File: src/reset_source_control_map.svh
// Constants for the reset source controller: field positions, resets, timing
`ifndef RESET_SOURCE_CONTROL_MAP_SVH
`define RESET_SOURCE_CONTROL_MAP_SVH

// ****************************************
// Register offsets
// ****************************************
`define RSC_ADDR_CAUSE   4'h0
`define RSC_ADDR_CTRL    4'h1
`define RSC_ADDR_IRQ_ST  4'h2
`define RSC_ADDR_IRQ_MSK 4'h3
`define RSC_ADDR_WDT     4'h4
`define RSC_ADDR_WDT_HI  4'h5
`define RSC_ADDR_WIN     4'h6

// ****************************************
// Cause register fields
// ****************************************
`define RSC_CAUSE_TO    0
`define RSC_CAUSE_PD    1
`define RSC_CAUSE_WATCHDOG_RESET_FLAG_N  2
`define RSC_CAUSE_WV    3
`define RSC_CAUSE_RI    4
`define RSC_CAUSE_OVF   5
`define RSC_CAUSE_UNF   6
`define RSC_CAUSE_POR   7
`define RSC_CAUSE_RESET 8'h1F

// ****************************************
// Control register fields
// ****************************************
`define RSC_CTRL_PULLUP 0
`define RSC_CTRL_WDTEN  1
`define RSC_CTRL_RESET  8'h02

// ****************************************
// Interrupt status fields
// ****************************************
`define RSC_IRQ_PIN   0
`define RSC_IRQ_WDT   1
`define RSC_IRQ_RI    2
`define RSC_IRQ_STACK 3
`define RSC_IRQ_BOR   4

// ****************************************
// Timing
// ****************************************
`define RSC_FILTER_NS    200
`define RSC_CLK_NS       10
`define RSC_FILTER_CYC   (`RSC_FILTER_NS / `RSC_CLK_NS)
`define RSC_WDT_TIMEOUT  16'hFFFF
`define RSC_WDT_WINDOW   16'h0000
`define RSC_HOLD_CYC     16

`endif

File: src/reset_source_pkg.sv
// Types shared by the reset source controller
package reset_source_pkg;
   typedef enum logic [1:0] {
      RST_IDLE,
      RST_HOLD,
      RST_RELEASE
   } rst_state_t;
   typedef logic [7:0] reg_byte_t;
endpackage : reset_source_pkg

File: src/reset_pin_filter.sv
// Glitch filter on the external reset pin
`timescale 1ns/1ps
`default_nettype none
module reset_pin_filter #(
   parameter int CYCLES = 20
) (
   input  wire logic clk,
   input  wire logic sys_rst,
   input  wire logic pin_in,
   output logic      filtered_low
);
   localparam int CW = $clog2(CYCLES + 1);
   logic [CW-1:0] count;
   logic [CW-1:0] next_count;
   logic          next_filtered_low;

   // Low level must persist CYCLES+1 cycles; shorter pulses are dropped
   always_comb begin
      next_count = count;
      next_filtered_low = filtered_low;
      if (pin_in) begin
         next_count = '0;
         next_filtered_low = 1'b0;
      end else if (count == CW'(CYCLES)) begin
         next_filtered_low = 1'b1;
      end else begin
         next_count = count + CW'(1);
      end
   end

   always_ff @(posedge clk) begin
      if (sys_rst) begin
         count <= '0;
         filtered_low <= 1'b0;
      end else begin
         count <= next_count;
         filtered_low <= next_filtered_low;
      end
   end
endmodule : reset_pin_filter
`default_nettype wire

File: src/reset_source_control.sv
// Reset source controller: pin, watchdog, instruction and stack resets
`timescale 1ns/1ps
`default_nettype none
// Contract
// The pin reset works when low-voltage programming is on, else per its enable.
// With the pin function on, a low pin holds the device in reset.
// Short low pulses on the pin are filtered out.
// Internal resets never drive the pin low.
// With the pin function off the pin is an input with software pull-up.
// Watchdog resets on timeout or on a clear outside the window.
// A watchdog reset updates timeout, power-down and watchdog cause flags.
// A flag records timeout versus window violation.
// The reset instruction resets the device and clears its cause flag.
// Stack faults reset only when the stack-fault reset is enabled.
// A stack-fault reset sets the matching overflow or underflow flag.
// All sources merge into one reset; flags hold until rewritten or power-on.
`include "reset_source_control_map.svh"
module reset_source_control #(
   parameter int FILTER_CYCLES = `RSC_FILTER_CYC,
   parameter int HOLD_CYCLES   = `RSC_HOLD_CYC
) (
   input  wire logic                   clk,
   input  wire logic                   sys_rst,
   input  wire logic                   power_on_reset,
   input  wire logic                   brownout_reset,
   input  wire logic                   ext_reset_pin_enable,
   input  wire logic                   low_voltage_program_enable,
   input  wire logic                   stack_fault_reset_enable,
   input  wire logic                   master_clear_pin_in,
   input  wire logic                   watchdog_clear_instruction,
   input  wire logic                   reset_instruction,
   input  wire logic                   sleep_instruction,
   input  wire logic                   stack_overflow,
   input  wire logic                   stack_underflow,
   input  wire logic [3:0]             addr,
   input  wire logic [7:0]             wdata,
   input  wire logic                   wr,
   input  wire logic                   rd,
   output reset_source_pkg::reg_byte_t rdata,
   output logic                        master_clear_pin_out,
   output logic                        master_clear_pin_oe,
   output logic                        pin_pullup_en,
   output logic                        pin_is_reset,
   output logic                        device_reset,
   output logic                        irq
);
   import reset_source_pkg::*;

   // ****************************************
   // State
   // ****************************************
   rst_state_t state, next_state;
   logic [4:0]  hold_cnt, next_hold_cnt;
   reg_byte_t   cause, next_cause;
   reg_byte_t   ctrl, next_ctrl;
   logic [4:0]  irq_st, next_irq_st;
   logic [4:0]  irq_msk, next_irq_msk;
   logic [15:0] wdt_cnt, next_wdt_cnt;
   logic [15:0] wdt_timeout, next_wdt_timeout;
   logic [15:0] wdt_window, next_wdt_window;
   reg_byte_t   next_rdata;
   logic        next_pin_pullup_en;
   logic        next_pin_is_reset;
   logic        next_device_reset;
   logic        next_irq;
   logic        pin_low;
   logic        pin_fn;
   logic        wdt_expire;
   logic        wdt_early;
   logic        stack_rst;
   logic        any_rst;

   function automatic logic [15:0] merge_lo(input logic [15:0] v,
                                            input logic [7:0] b);
      merge_lo = {v[15:8], b};
   endfunction : merge_lo

   function automatic logic [15:0] merge_hi(input logic [15:0] v,
                                            input logic [7:0] b);
      merge_hi = {b, v[7:0]};
   endfunction : merge_hi

   // ****************************************
   // Source detection
   // ****************************************
   assign pin_fn = low_voltage_program_enable
                 | ext_reset_pin_enable;

   reset_pin_filter #(
      .CYCLES       (FILTER_CYCLES)
   ) u_filter (
      .clk          (clk),
      .sys_rst      (sys_rst),
      .pin_in       (master_clear_pin_in),
      .filtered_low (pin_low)
   );

   assign wdt_expire = ctrl[`RSC_CTRL_WDTEN] && state == RST_IDLE
                     && wdt_cnt >= wdt_timeout;
   assign wdt_early = ctrl[`RSC_CTRL_WDTEN] && state == RST_IDLE
                    && watchdog_clear_instruction
                    && wdt_cnt < wdt_window;
   assign stack_rst = stack_fault_reset_enable
                    && (stack_overflow || stack_underflow);
   // Pin reset is a level: the hold lasts as long as the pin stays low
   assign any_rst = (pin_fn && pin_low) || brownout_reset
                  || wdt_expire || wdt_early || reset_instruction
                  || stack_rst || power_on_reset;

   // ****************************************
   // Reset sequencing
   // ****************************************
   always_comb begin
      next_state = state;
      next_hold_cnt = hold_cnt;
      case (state)
         RST_IDLE: begin
            if (any_rst) begin
               next_state = RST_HOLD;
            end
         end
         RST_HOLD: begin
            next_hold_cnt = 5'(HOLD_CYCLES);
            if (!any_rst && !(pin_fn && pin_low)) begin
               next_state = RST_RELEASE;
            end
         end
         RST_RELEASE: begin
            if (any_rst) begin
               next_state = RST_HOLD;
            end else if (hold_cnt == 5'h00) begin
               next_state = RST_IDLE;
            end else begin
               next_hold_cnt = hold_cnt - 5'h01;
            end
         end
         default: next_state = RST_IDLE;
      endcase
   end

   // ****************************************
   // Watchdog counter
   // ****************************************
   // Any reset, clear or disable restarts the count from zero, so a
   // watchdog reset can never retrigger while the sequencer is busy
   always_comb begin
      next_wdt_cnt = wdt_cnt + 16'h0001;
      if (state != RST_IDLE || watchdog_clear_instruction
          || !ctrl[`RSC_CTRL_WDTEN]) begin
         next_wdt_cnt = 16'h0000;
      end
   end

   // ****************************************
   // Cause flags, registers, interrupts
   // ****************************************
   always_comb begin
      next_cause = cause;
      next_ctrl = ctrl;
      next_irq_st = irq_st;
      next_irq_msk = irq_msk;
      next_wdt_timeout = wdt_timeout;
      next_wdt_window = wdt_window;
      next_rdata = 8'h00;
      if (rd) begin
         case (addr)
            `RSC_ADDR_CAUSE:   next_rdata = cause;
            `RSC_ADDR_CTRL:    next_rdata = ctrl;
            `RSC_ADDR_IRQ_ST:  next_rdata = {3'h0, irq_st};
            `RSC_ADDR_IRQ_MSK: next_rdata = {3'h0, irq_msk};
            `RSC_ADDR_WDT:     next_rdata = wdt_timeout[7:0];
            `RSC_ADDR_WDT_HI:  next_rdata = wdt_timeout[15:8];
            `RSC_ADDR_WIN:     next_rdata = wdt_window[7:0];
            default:           next_rdata = 8'h00;
         endcase
         if (addr == `RSC_ADDR_IRQ_ST) begin
            next_irq_st = 5'h00;
         end
      end
      if (wr) begin
         case (addr)
            `RSC_ADDR_CAUSE:   next_cause = wdata;
            `RSC_ADDR_CTRL:    next_ctrl = wdata;
            `RSC_ADDR_IRQ_MSK: next_irq_msk = wdata[4:0];
            `RSC_ADDR_WDT:     next_wdt_timeout =
                                  merge_lo(wdt_timeout, wdata);
            `RSC_ADDR_WDT_HI:  next_wdt_timeout =
                                  merge_hi(wdt_timeout, wdata);
            // Clears before this count are window violations
            `RSC_ADDR_WIN:     next_wdt_window =
                                  merge_lo(wdt_window, wdata);
            default:           next_wdt_window = wdt_window;
         endcase
      end
      // Events after the clear so a same-cycle event survives the read
      if (sleep_instruction) begin
         next_cause[`RSC_CAUSE_PD] = 1'b0;
      end
      if (watchdog_clear_instruction && !wdt_early) begin
         next_cause[`RSC_CAUSE_TO] = 1'b1;
         next_cause[`RSC_CAUSE_PD] = 1'b1;
      end
      if (wdt_expire || wdt_early) begin
         next_cause[`RSC_CAUSE_TO] = 1'b0;
         next_cause[`RSC_CAUSE_PD] = 1'b1;
         next_cause[`RSC_CAUSE_WATCHDOG_RESET_FLAG_N] = 1'b0;
         next_cause[`RSC_CAUSE_WV] = !wdt_early;
         next_irq_st[`RSC_IRQ_WDT] = 1'b1;
      end
      if (reset_instruction) begin
         next_cause[`RSC_CAUSE_RI] = 1'b0;
         next_irq_st[`RSC_IRQ_RI] = 1'b1;
      end
      if (stack_rst) begin
         if (stack_overflow) begin
            next_cause[`RSC_CAUSE_OVF] = 1'b1;
         end
         if (stack_underflow) begin
            next_cause[`RSC_CAUSE_UNF] = 1'b1;
         end
         next_irq_st[`RSC_IRQ_STACK] = 1'b1;
      end
      if (pin_fn && pin_low && state == RST_IDLE) begin
         next_irq_st[`RSC_IRQ_PIN] = 1'b1;
      end
      if (brownout_reset) begin
         next_irq_st[`RSC_IRQ_BOR] = 1'b1;
      end
   end

   // ****************************************
   // Output terms
   // ****************************************
   always_comb begin
      // Pull-up forced on for the reset function, software-owned otherwise
      next_pin_pullup_en = pin_fn | ctrl[`RSC_CTRL_PULLUP];
      next_pin_is_reset = pin_fn;
      next_device_reset = any_rst || state != RST_IDLE;
      next_irq = |(next_irq_st & next_irq_msk);
   end

   always_ff @(posedge clk) begin
      if (sys_rst) begin
         state <= RST_IDLE;
         hold_cnt <= 5'h00;
         ctrl <= `RSC_CTRL_RESET;
         irq_st <= 5'h00;
         irq_msk <= 5'h00;
         wdt_cnt <= 16'h0000;
         wdt_timeout <= `RSC_WDT_TIMEOUT;
         wdt_window <= `RSC_WDT_WINDOW;
         rdata <= 8'h00;
         pin_pullup_en <= 1'b1;
         pin_is_reset <= 1'b1;
         device_reset <= 1'b1;
         irq <= 1'b0;
         master_clear_pin_out <= 1'b0;
         master_clear_pin_oe <= 1'b0;
      end else begin
         state <= next_state;
         hold_cnt <= next_hold_cnt;
         ctrl <= next_ctrl;
         irq_st <= next_irq_st;
         irq_msk <= next_irq_msk;
         wdt_cnt <= next_wdt_cnt;
         wdt_timeout <= next_wdt_timeout;
         wdt_window <= next_wdt_window;
         rdata <= next_rdata;
         pin_pullup_en <= next_pin_pullup_en;
         pin_is_reset <= next_pin_is_reset;
         device_reset <= next_device_reset;
         irq <= next_irq;
         // The pin is an input only; no reset source ever drives it
         master_clear_pin_out <= 1'b0;
         master_clear_pin_oe <= 1'b0;
      end
   end

   // Cause flags survive every reset except power-on
   always_ff @(posedge clk) begin
      if (power_on_reset) begin
         cause <= `RSC_CAUSE_RESET;
      end else begin
         cause <= next_cause;
      end
   end
endmodule : reset_source_control
`default_nettype wire

File: config.mk
export PLATFORM = sky130hd
export DESIGN_NAME = reset_source_control
export DESIGN_NICKNAME = d
export VERILOG_FILES = /design/src/reset_source_pkg.sv /design/src/reset_pin_filter.sv /design/src/reset_source_control.sv
export VERILOG_INCLUDE_DIRS = /design/src
export SDC_FILE = /design/constraint.sdc
export NUM_CORES = 1
export LEC_CHECK = 0
export BUFFER_PORTS_ARGS = -buffer_cell sky130_fd_sc_hd__buf_2
export CORE_ASPECT_RATIO = 2
export CORE_UTILIZATION = 45
export DETAILED_ROUTE_END_ITERATION = 10
export PLACE_DENSITY_LB_ADDON = 0.1
export SLEW_MARGIN = 0
export SYNTH_ARGS = -nofsm -noshare
export SYNTH_HDL_FRONTEND = slang
export SYNTH_SLANG_ARGS = --single-unit
File: constraint.sdc
create_clock -name clk -period 5.6 [get_ports clk]
set_input_delay 1.4 -clock clk [delete_from_list [all_inputs] [get_ports clk]]
set_output_delay 1.4 -clock clk [all_outputs]
set_load 0.02 [all_outputs]
==> impl_metrics.yaml, run 1 <==
critical_path:
  cp-start-kind: "primary input"
  required_ns: 5.80
  worst-setup-path-type: "primary input to flop"
  critical_path_arrival_ns: 2.91
  endpoint_kind: "flop"
  critPathMaxFanout: 15
timing:
  hold_slack_ns: 0.459
  hold_viol_final: 0
  rsz0062_at_grt: "no"
  finalCritPeriodShare_pct: 48.5
  skew_ns: 0.00620
  tns_ns: 0
  setup_viol: 0
  fmax_ghz: 0.368
  min_period_ns: 2.71
  slew_headroom_pct: 62.1
  worstMarginPinSlew_ns: 0.569
  slew_violations: 0
routing:
  drc: 0
  drt-initial-drc-count: 194
  routed_wl_um: 12100
  detail_route.vias_per_cell: 5.52
  dr_total_vias: 3784
  detail_route.wl_per_cell_um: 17.7
  firstDrtPassIters: 4
  final_antenna_net_count: 0
grt:
  grt_overflow: 0
  grt_pass1_wl_um: 19200
  grt_max_degree: 52
  grt.total_usage_pct: 25.1
  antenna_found_initial: 0
  grt_pass1_vias: 3759
yosys:
  synth_mux_area_share_pct: 6.77
  synthTopCellsByArea: "dfxtp_1, ha_1, nor2_1"
  syn_area_sq_mm: 0.00455
  yosys.area.top_type: "dfxtp_1"
  synth-seq-area-share_pct: 40.1
  async_reset_ff_share_pct: 0
  ys.flop_type: "dfxtp_1"
  ys_ff_latch: 91
  syn_avg_cell_area_sq_um: 8.67
  synth_edf_count: 0
  yosysUniqueCellTypes: 56
  yosys.area_share.simple_pct: 22.1
  synth_top_area_share_pct: 40.1
  ys.warnings.count: 0
  synthAdderAreaFrac_pct: 7.71
  syn_inst: 524
  synth-xor-area-share_pct: 3.47
  synth_compound_area_share_pct: 14.5
  synth_top_family_by_area: "simple AND/OR/NAND/NOR gates"
place:
  gp_congestion: 0.966
  portBuffers: 38
  placed_area_sq_mm: 0.00479
  dp_hpwl_um: 9710
clocking:
  cts_hold_buf: 0
  numClockSinks: 91
  htreeDepth: 3
  numCtsBuffers: 9
  post_cts_buffers: 0
  cts_resized: 0
  clk_latency_ns: 0.34
  path_clk_slew_ns: 0.06
  clk_path_buf_depth: 2
  root_buffer: "clkbuf_16"
  cts_tree: "yes"
power:
  p_per_area_mw_per_mm2: 269
  pwr-share-comb_pct: 8.1
  switchingPower_mw: 0.312
  ir_drop_mv: 0.167
  seqPwrFrac_pct: 49.1
  p_sw_share_pct: 22.9
  p_clk_share_pct: 42.8
  leakage_nw: 2.23
  internal-power_mw: 1.05
floorplan:
  dieArea_sq_mm: 0.0105
  initial_core_util_pct: 46.6
  rows: 51
  ios: 41
  coreArea_sq_mm: 0.00976
  die_h_um: 144
  die_w_um: 73.1
final_layout:
  synthToLayoutAreaGrowth_pct: 11.6
  post-route-cell-area_sq_mm: 0.00507
  nets: 605
  diodes: 0
  drive_gt1_share_pct: 12.7
min_path:
  hold_class: "flop to flop"
status:
  outcome: "complete, no violations"
job:
  maxCapViolations: 0
[stage by stage]
step | setup slack [ns] | utilization, % | std cells | total power [mW]
2_1_floorplan | 2.92 | - | 525 | 0.753
3_3_place_gp | 2.55 | 49.1 | 671 | 0.792
3_5_place_dp | 2.54 | 49.1 | 671 | 0.794
4_1_cts | 2.89 | 52.0 | 685 | 1.38
5_1_grt | 2.75 | 52.0 | 685 | 1.41
6_report | 2.89 | 52.0 | 685 | 1.36
[path summary, 6_finish.rpt]
check	start	end	slack (ns)	depth (start not counted)
setup / recovery	addr[1]	irq	2.89	7
hold / removal	ctrl[2]	ctrl[2]	0.46	2
setup reg to reg	wdt_timeout[15]	state[1]	3.02	8
hold reg to reg	ctrl[2]	ctrl[2]	0.46	2
[Yosys cell counts, types with 4 or more instances]
cell and count:
nor3_1 9, and2_1 4, a221oi_1 4, nand3_1 29, nor2b_1 6, a22o_1 7
nand2_1 37, inv_1 32, a211o_1 9, a21oi_1 32, mux2i_1 24, clkbuf_1 13
mux2_2 6, nor2_1 70, xor2_1 14, o21ai_0 9, xnor2_1 4, dfxtp_1 91
a211oi_1 4, nand2b_1 13, a31oi_1 8, nand4_1 8, ha_1 28, o22ai_1 5
buf_2 8
[power by group through the flow]
| stage | logic, mW | registers [mW] | clock network, mW |
|---|---|---|---|
| detailed placement | 0.110 | 0.683 | 0 |
| global placement | 0.109 | 0.683 | 0 |
| floorplan | 0.0707 | 0.682 | 0 |
| CTS | 0.111 | 0.669 | 0.597 |
| global route | 0.121 | 0.670 | 0.621 |
| finish | 0.111 | 0.669 | 0.583 |
[critical path, cell delays in order]
cell and delay [ns]:
buf_2 0.24, nor2b_1 0.30, nand3_1 0.20, a21boi_0 0.44, o22ai_1 0.15, nor2_1 0.10, o21ai_0 0.08
[placed cells by master (no fill, tap or decap), types with 14 or more instances in the layout]
master and n:
nand3_1 29, a21oi_1 32, dfxtp_1 91, inv_1 32, xor2_1 14, ha_1 28, mux2i_1 24, nand2_1 37
buf_2 38, nor2_1 70
[cell families (layout without fill, tap and decap cells)]
| family | after synthesis | after routing |
|---|---|---|
| flops | 91 | 91 |
| xor+xnor | 18 | 18 |
| simple gates | 203 | 203 |
| fa+ha+maj | 28 | 28 |
| other cells | 1 | 2 |
| compound gates | 96 | 96 |
| mux | 30 | 30 |
| buf+inv | 57 | 85 |
[flip-flops by register name, summed over array words and instances, names as in the netlist, 2 cells and up]
signal and count:
u_filter.count 5, rdata 8, ctrl 8, irq_st 5, state 2, wdt_timeout 16
cause 8, wdt_cnt 16, irq_msk 5, wdt_window 8, hold_cnt 5
[routing by layer]
metal	track usage (%)	vias up	part of all wire [%]
met1	24.0	1756	35
met5	0	-	0
met4	19.5	0	7.5
met3	5.09	44	4.1
li1	-	1892	-
met2	45.2	92	54
[final cells by class]
cell class	instances	area, sq um
Clock buffer	11	243
Clock inverter	3	40.0
Fill cell	943	4690
Inverter	32	120
Multi-Input combinational cell	377	2490
Sequential cell	91	1820
Tap cell	132	165
Timing Repair Buffer	39	198
Note: power is estimated with default switching activity, not from simulation.
==> inputs of run 2 (changes only) <==
==> constraint.sdc (replaced) <==
create_clock -name clk -period 2.3 [get_ports clk]
set_input_delay 0.575 -clock clk [delete_from_list [all_inputs] [get_ports clk]]
set_output_delay 0.575 -clock clk [all_outputs]
set_load 0.02 [all_outputs]
==> impl_metrics.yaml, run 2 (synthesis gave the netlist of run 1 again) <==
floorplan:
  die_h_um: 144
  dieArea_sq_mm: 0.0105
  rows: 51
  ios: 41
  die_w_um: 73.1
  coreArea_sq_mm: 0.00976
  initial_core_util_pct: 46.6
final_layout:
  reg_top3: "wdt_cnt: 16 flops, wdt_timeout: 16 flops"
  nets: 620
  diodes: 0
  drive_gt1_share_pct: 15.6
  synthToLayoutAreaGrowth_pct: 14.8
  fin_cells: 702
  utilization_pct: 53.4
  final_cell_mix: "dfxtp_1, nor2_1, buf_2"
  final_common_cell: "dfxtp_1"
  post-route-cell-area_sq_mm: 0.00522
routing:
  drt-initial-drc-count: 162
  final_antenna_net_count: 0
  drc: 0
  detail_route.vias_per_cell: 5.59
  routed_wl_um: 13000
  detail_route.wl_per_cell_um: 18.5
  dr_total_vias: 3925
  firstDrtPassIters: 4
timing:
  slew_violations: 0
  min_period_ns: 2.13
  skew_ns: 0.00854
  hold_viol_final: 0
  fmax_ghz: 0.470
  rsz0062_at_grt: "no"
  setup_viol: 0
  tns_ns: 0
  worstMarginPinSlew_ns: 0.596
  slew_headroom_pct: 60.3
  finalCritPeriodShare_pct: 92.6
grt:
  grt_max_degree: 27
  antenna_found_initial: 0
  grt_pass1_wl_um: 20400
  grt_pass1_vias: 3928
  grt.total_usage_pct: 26.6
  grt_overflow: 0
clocking:
  numCtsBuffers: 9
  clk_path_buf_depth: 2
  root_buffer: "clkbuf_16"
  htreeDepth: 3
  path_clk_slew_ns: 0.07
  numClockSinks: 91
  cts_hold_buf: 0
  clk_latency_ns: 0.34
  cts_tree: "yes"
critical_path:
  critPathMaxFanout: 7
  cp-start-kind: "flop"
  critical_path_arrival_ns: 2.35
  required_ns: 2.52
  worst-setup-path-type: "flop to flop"
  endpoint_kind: "flop"
place:
  dp.cells: 686
  gp_congestion: 0.924
  dp_hpwl_um: 10200
  placed_area_sq_mm: 0.00490
  portBuffers: 38
power:
  finalPower_mw: 3.41
  ir_drop_mv: 0.443
  p_per_area_mw_per_mm2: 654
  leakage_nw: 2.30
min_path:
  hold_class: "flop to flop"
job:
  maxCapViolations: 0
status:
  outcome: "complete, no violations"
## run 2: cell types whose count changed in the layout (fill, tap and decap cells not counted)
cell,delta
buf_4,+15
clkinvlp_4,+2
inv_6,+2
a31oi_1,-1
a31oi_2,+1
clkbuf_1,-1
clkbuf_8,-1
clkinv_2,-1
clkinv_4,+1
nor2_2,-1
nor2_4,+1
## run 2: power by group
part / internal [mW] / leakage [nW] / total [mW] / switching, mW
registers: 1.61 / 0.739 / 1.63 / 0.0219
logic: 0.108 / 1.42 / 0.291 / 0.184
clock network: 0.849 / 0.142 / 1.49 / 0.644
total: 2.56 / 2.30 / 3.41 / 0.849
## run 2: path summary, 6_finish.rpt
check / cells after the start / startpoint / end / slack (ns)
setup / recovery: 8 / wdt_timeout[15] / state[1] / 0.17
hold / removal: 2 / ctrl[2] / ctrl[2] / 0.46
setup reg to reg: 8 / wdt_timeout[15] / state[1] / 0.17
hold reg to reg: 2 / ctrl[2] / ctrl[2] / 0.46
## run 2: final cells by class
cell class | count | area (sq um)
multi-input cells | 377 | 2500
clock buffers | 9 | 225
flip-flops and latches | 91 | 1820
clock inverters | 7 | 76.3
fillers | 972 | 4550
well taps | 132 | 165
inverters | 32 | 120
repair buffers | 54 | 310
## run 2: layer usage
| layer | wire, um | GRT usage [%] |
|---|---|---|
| met1 | 4580 | 25.5 |
| met2 | 7230 | 50.3 |
| met3 | 442 | 4.04 |
| met4 | 723 | 17.6 |
| met5 | 0 | 0 |
## run 2: timing repair
action                                 4_1_cts  5_1_grt
endpoints found under the hold margin        0        0
gates resized for setup                      0        2
setup buffers                                0        0
setup endpoints to repair                    0        6
## run 2: through the flow
| step | setup slack [ns] | hold WS, ns |
|---|---|---|
| floorplan | 0.436 | 0.434 |
| global placement | 0.150 | 0.448 |
| detailed placement | 0.144 | 0.459 |
| CTS | 0.126 | 0.450 |
| global route | 0.00103 | 0.466 |
| finish | 0.170 | 0.460 |
## run 2: worst max-delay path: stages (launching register included)
cell and delay [ns]:
dfxtp_1 0.37, inv_1 0.06, ha_1 0.28, nand4_1 0.15, nor3_1 0.32, o311ai_1 0.17
a31oi_2 0.37, nor2_4 0.10, nor4b_2 0.17
==> inputs of run 3 (changes only) <==
--- a/config.mk
+++ b/config.mk
@@ -7,8 +7,11 @@
 export NUM_CORES = 1
 export LEC_CHECK = 0
 export BUFFER_PORTS_ARGS = -buffer_cell sky130_fd_sc_hd__buf_2
+export CELL_PAD_IN_SITES_DETAIL_PLACEMENT = 0
+export CELL_PAD_IN_SITES_GLOBAL_PLACEMENT = 2
 export CORE_ASPECT_RATIO = 2
-export CORE_UTILIZATION = 45
+export CORE_MARGIN = 2
+export CORE_UTILIZATION = 33
 export DETAILED_ROUTE_END_ITERATION = 10
 export PLACE_DENSITY_LB_ADDON = 0.1
 export SLEW_MARGIN = 0
==> impl_metrics.yaml, run 3 (synthesis gave the netlist of run 1 again) <==
grt:
  grt_max_degree: 31
  grt.total_usage_pct: 19.7
  grt_pass1_wl_um: 21600
  grt_pass1_vias: 3970
  antenna_found_initial: 0
  grt_overflow: 0
final_layout:
  fin_cells: 739
  reg_top3: "wdt_cnt: 16 flops, wdt_timeout: 16 flops"
  fill_cells: 1393
  seq_area_sq_mm: 0.00182
  synthToLayoutAreaGrowth_pct: 17.9
  diodes: 0
  post-route-cell-area_sq_mm: 0.00536
  drive_gt1_share_pct: 18.0
  final_common_cell: "dfxtp_1"
  final_cell_mix: "dfxtp_1, nor2_1, buf_2"
  nets: 634
  multi_input_area_sq_mm: 0.00251
timing:
  slew_headroom_pct: 58.4
  fmax_ghz: 0.460
  slew_violations: 0
  worstMarginPinSlew_ns: 0.625
  finalCritPeriodShare_pct: 94.5
  hold_viol_final: 0
  min_period_ns: 2.17
  setup_viol: 0
  hold_slack_ns: 0.448
  skew_ns: 0.00768
  tns_ns: 0
  fin_ws_ns: 0.126
floorplan:
  coreArea_sq_mm: 0.0134
  rows: 60
  initial_core_util_pct: 33.8
  dieArea_sq_mm: 0.0148
  ios: 41
  die_w_um: 87.0
  die_h_um: 170
routing:
  drt-initial-drc-count: 235
  detail_route.wl_per_cell_um: 18.6
  firstDrtPassIters: 4
  final_antenna_net_count: 0
  detail_route.vias_per_cell: 5.17
  drc: 0
  dr_total_vias: 3818
  routed_wl_um: 13700
clocking:
  post_cts_buffers: 0
  htreeDepth: 3
  clk_path_buf_depth: 2
  path_clk_slew_ns: 0.06
  root_buffer: "clkbuf_16"
  clk_latency_ns: 0.34
  cts_hold_buf: 0
  numCtsBuffers: 9
  numClockSinks: 91
  cts_tree: "yes"
status:
  outcome: "complete, no violations"
critical_path:
  r2r-start: "wdt_timeout[1]"
  worst-setup-path-type: "flop to flop"
  required_ns: 2.49
  cp-start-kind: "flop"
  cp-startpoint: "wdt_timeout[1]"
  r2r_cells: 9
  reg2reg_to: "irq"
  critPathMaxFanout: 2
  endpoint_kind: "flop"
  critical_path_arrival_ns: 2.37
  reg2reg_setup_slack_ns: 0.13
power:
  p_clk_share_pct: 43.6
  seqPwrFrac_pct: 47.6
  internal-power_mw: 2.57
  p_per_area_mw_per_mm2: 637
  leakage_nw: 2.37
  switchingPower_mw: 0.849
  pwr-share-comb_pct: 8.8
  p_sw_share_pct: 24.9
  ir_drop_mv: 0.341
job:
  maxCapViolations: 0
min_path:
  hold_class: "primary input to flop"
  min_to: "cause[1]"
  min_delay_path_depth: 2
  hold_start: "sleep_instruction"
place:
  gp_congestion: 0.798
  portBuffers: 38
  dp.cells: 723
  place_ws_ns: 0.0557
  placed_area_sq_mm: 0.00504
  dp_hpwl_um: 10900
run 3: worst max path at each step:
stage / end / cells past startpoint / slack (ns)
3_3_place_gp: state[1] / 9 / 0.06
2_1_floorplan: state[1] / 8 / 0.44
5_1_grt: state[0] / 9 / -0.004
3_5_place_dp: state[1] / 9 / 0.06
6_report: irq / 9 / 0.13
4_1_cts: state[1] / 9 / 0.03
run 3: power by group through the flow:
| stage | sequential, mW | clock (mW) | combinational [mW] |
|---|---|---|---|
| CTS | 1.63 | 1.54 | 0.305 |
| detailed placement | 1.66 | 0 | 0.304 |
| global route | 1.63 | 1.59 | 0.332 |
| finish | 1.63 | 1.49 | 0.300 |
| global placement | 1.66 | 0 | 0.303 |
| floorplan | 1.66 | 0 | 0.172 |
run 3: layer usage:
layer | vias to the layer above | part of all wire (%) | track usage, %
met3 | 16 | 2.0 | 2.42
met2 | 48 | 61 | 39.9
met4 | 0 | 1.9 | 6.79
li1 | 1943 | - | -
met5 | - | 0 | 0
met1 | 1811 | 36 | 19.4
run 3: per-stage QoR:
stage	utilization, %	total power, mW
after floorplan	-	1.83
after global placement	37.5	1.97
after detailed placement	37.5	1.97
after CTS	39.7	3.47
after global routing	39.9	3.55
final	39.9	3.41
run 3: repair_timing:
action / CTS / global route
resized for setup: 0 / 5
setup endpoints to repair: 0 / 9
endpoints found under the hold margin: 0 / 0
run 3: area by class of cell:
class	count	share of cell area (%)
multi-input combinational	377	46.9
sequential	91	34.0
timing repair buffer	68	7.75
clock buffer	10	4.27
tap	155	3.62
inverter	32	2.24
clock inverter	6	1.21
run 3: worst max-delay path: stages (launching register included):
cell and delay (ns):
dfxtp_1 0.34, inv_1 0.06, ha_1 0.28, nor2b_1 0.14, o211a_1 0.21, o311ai_2 0.29
a31oi_2 0.19, buf_4 0.18, o31ai_1 0.22, o21ai_0 0.12
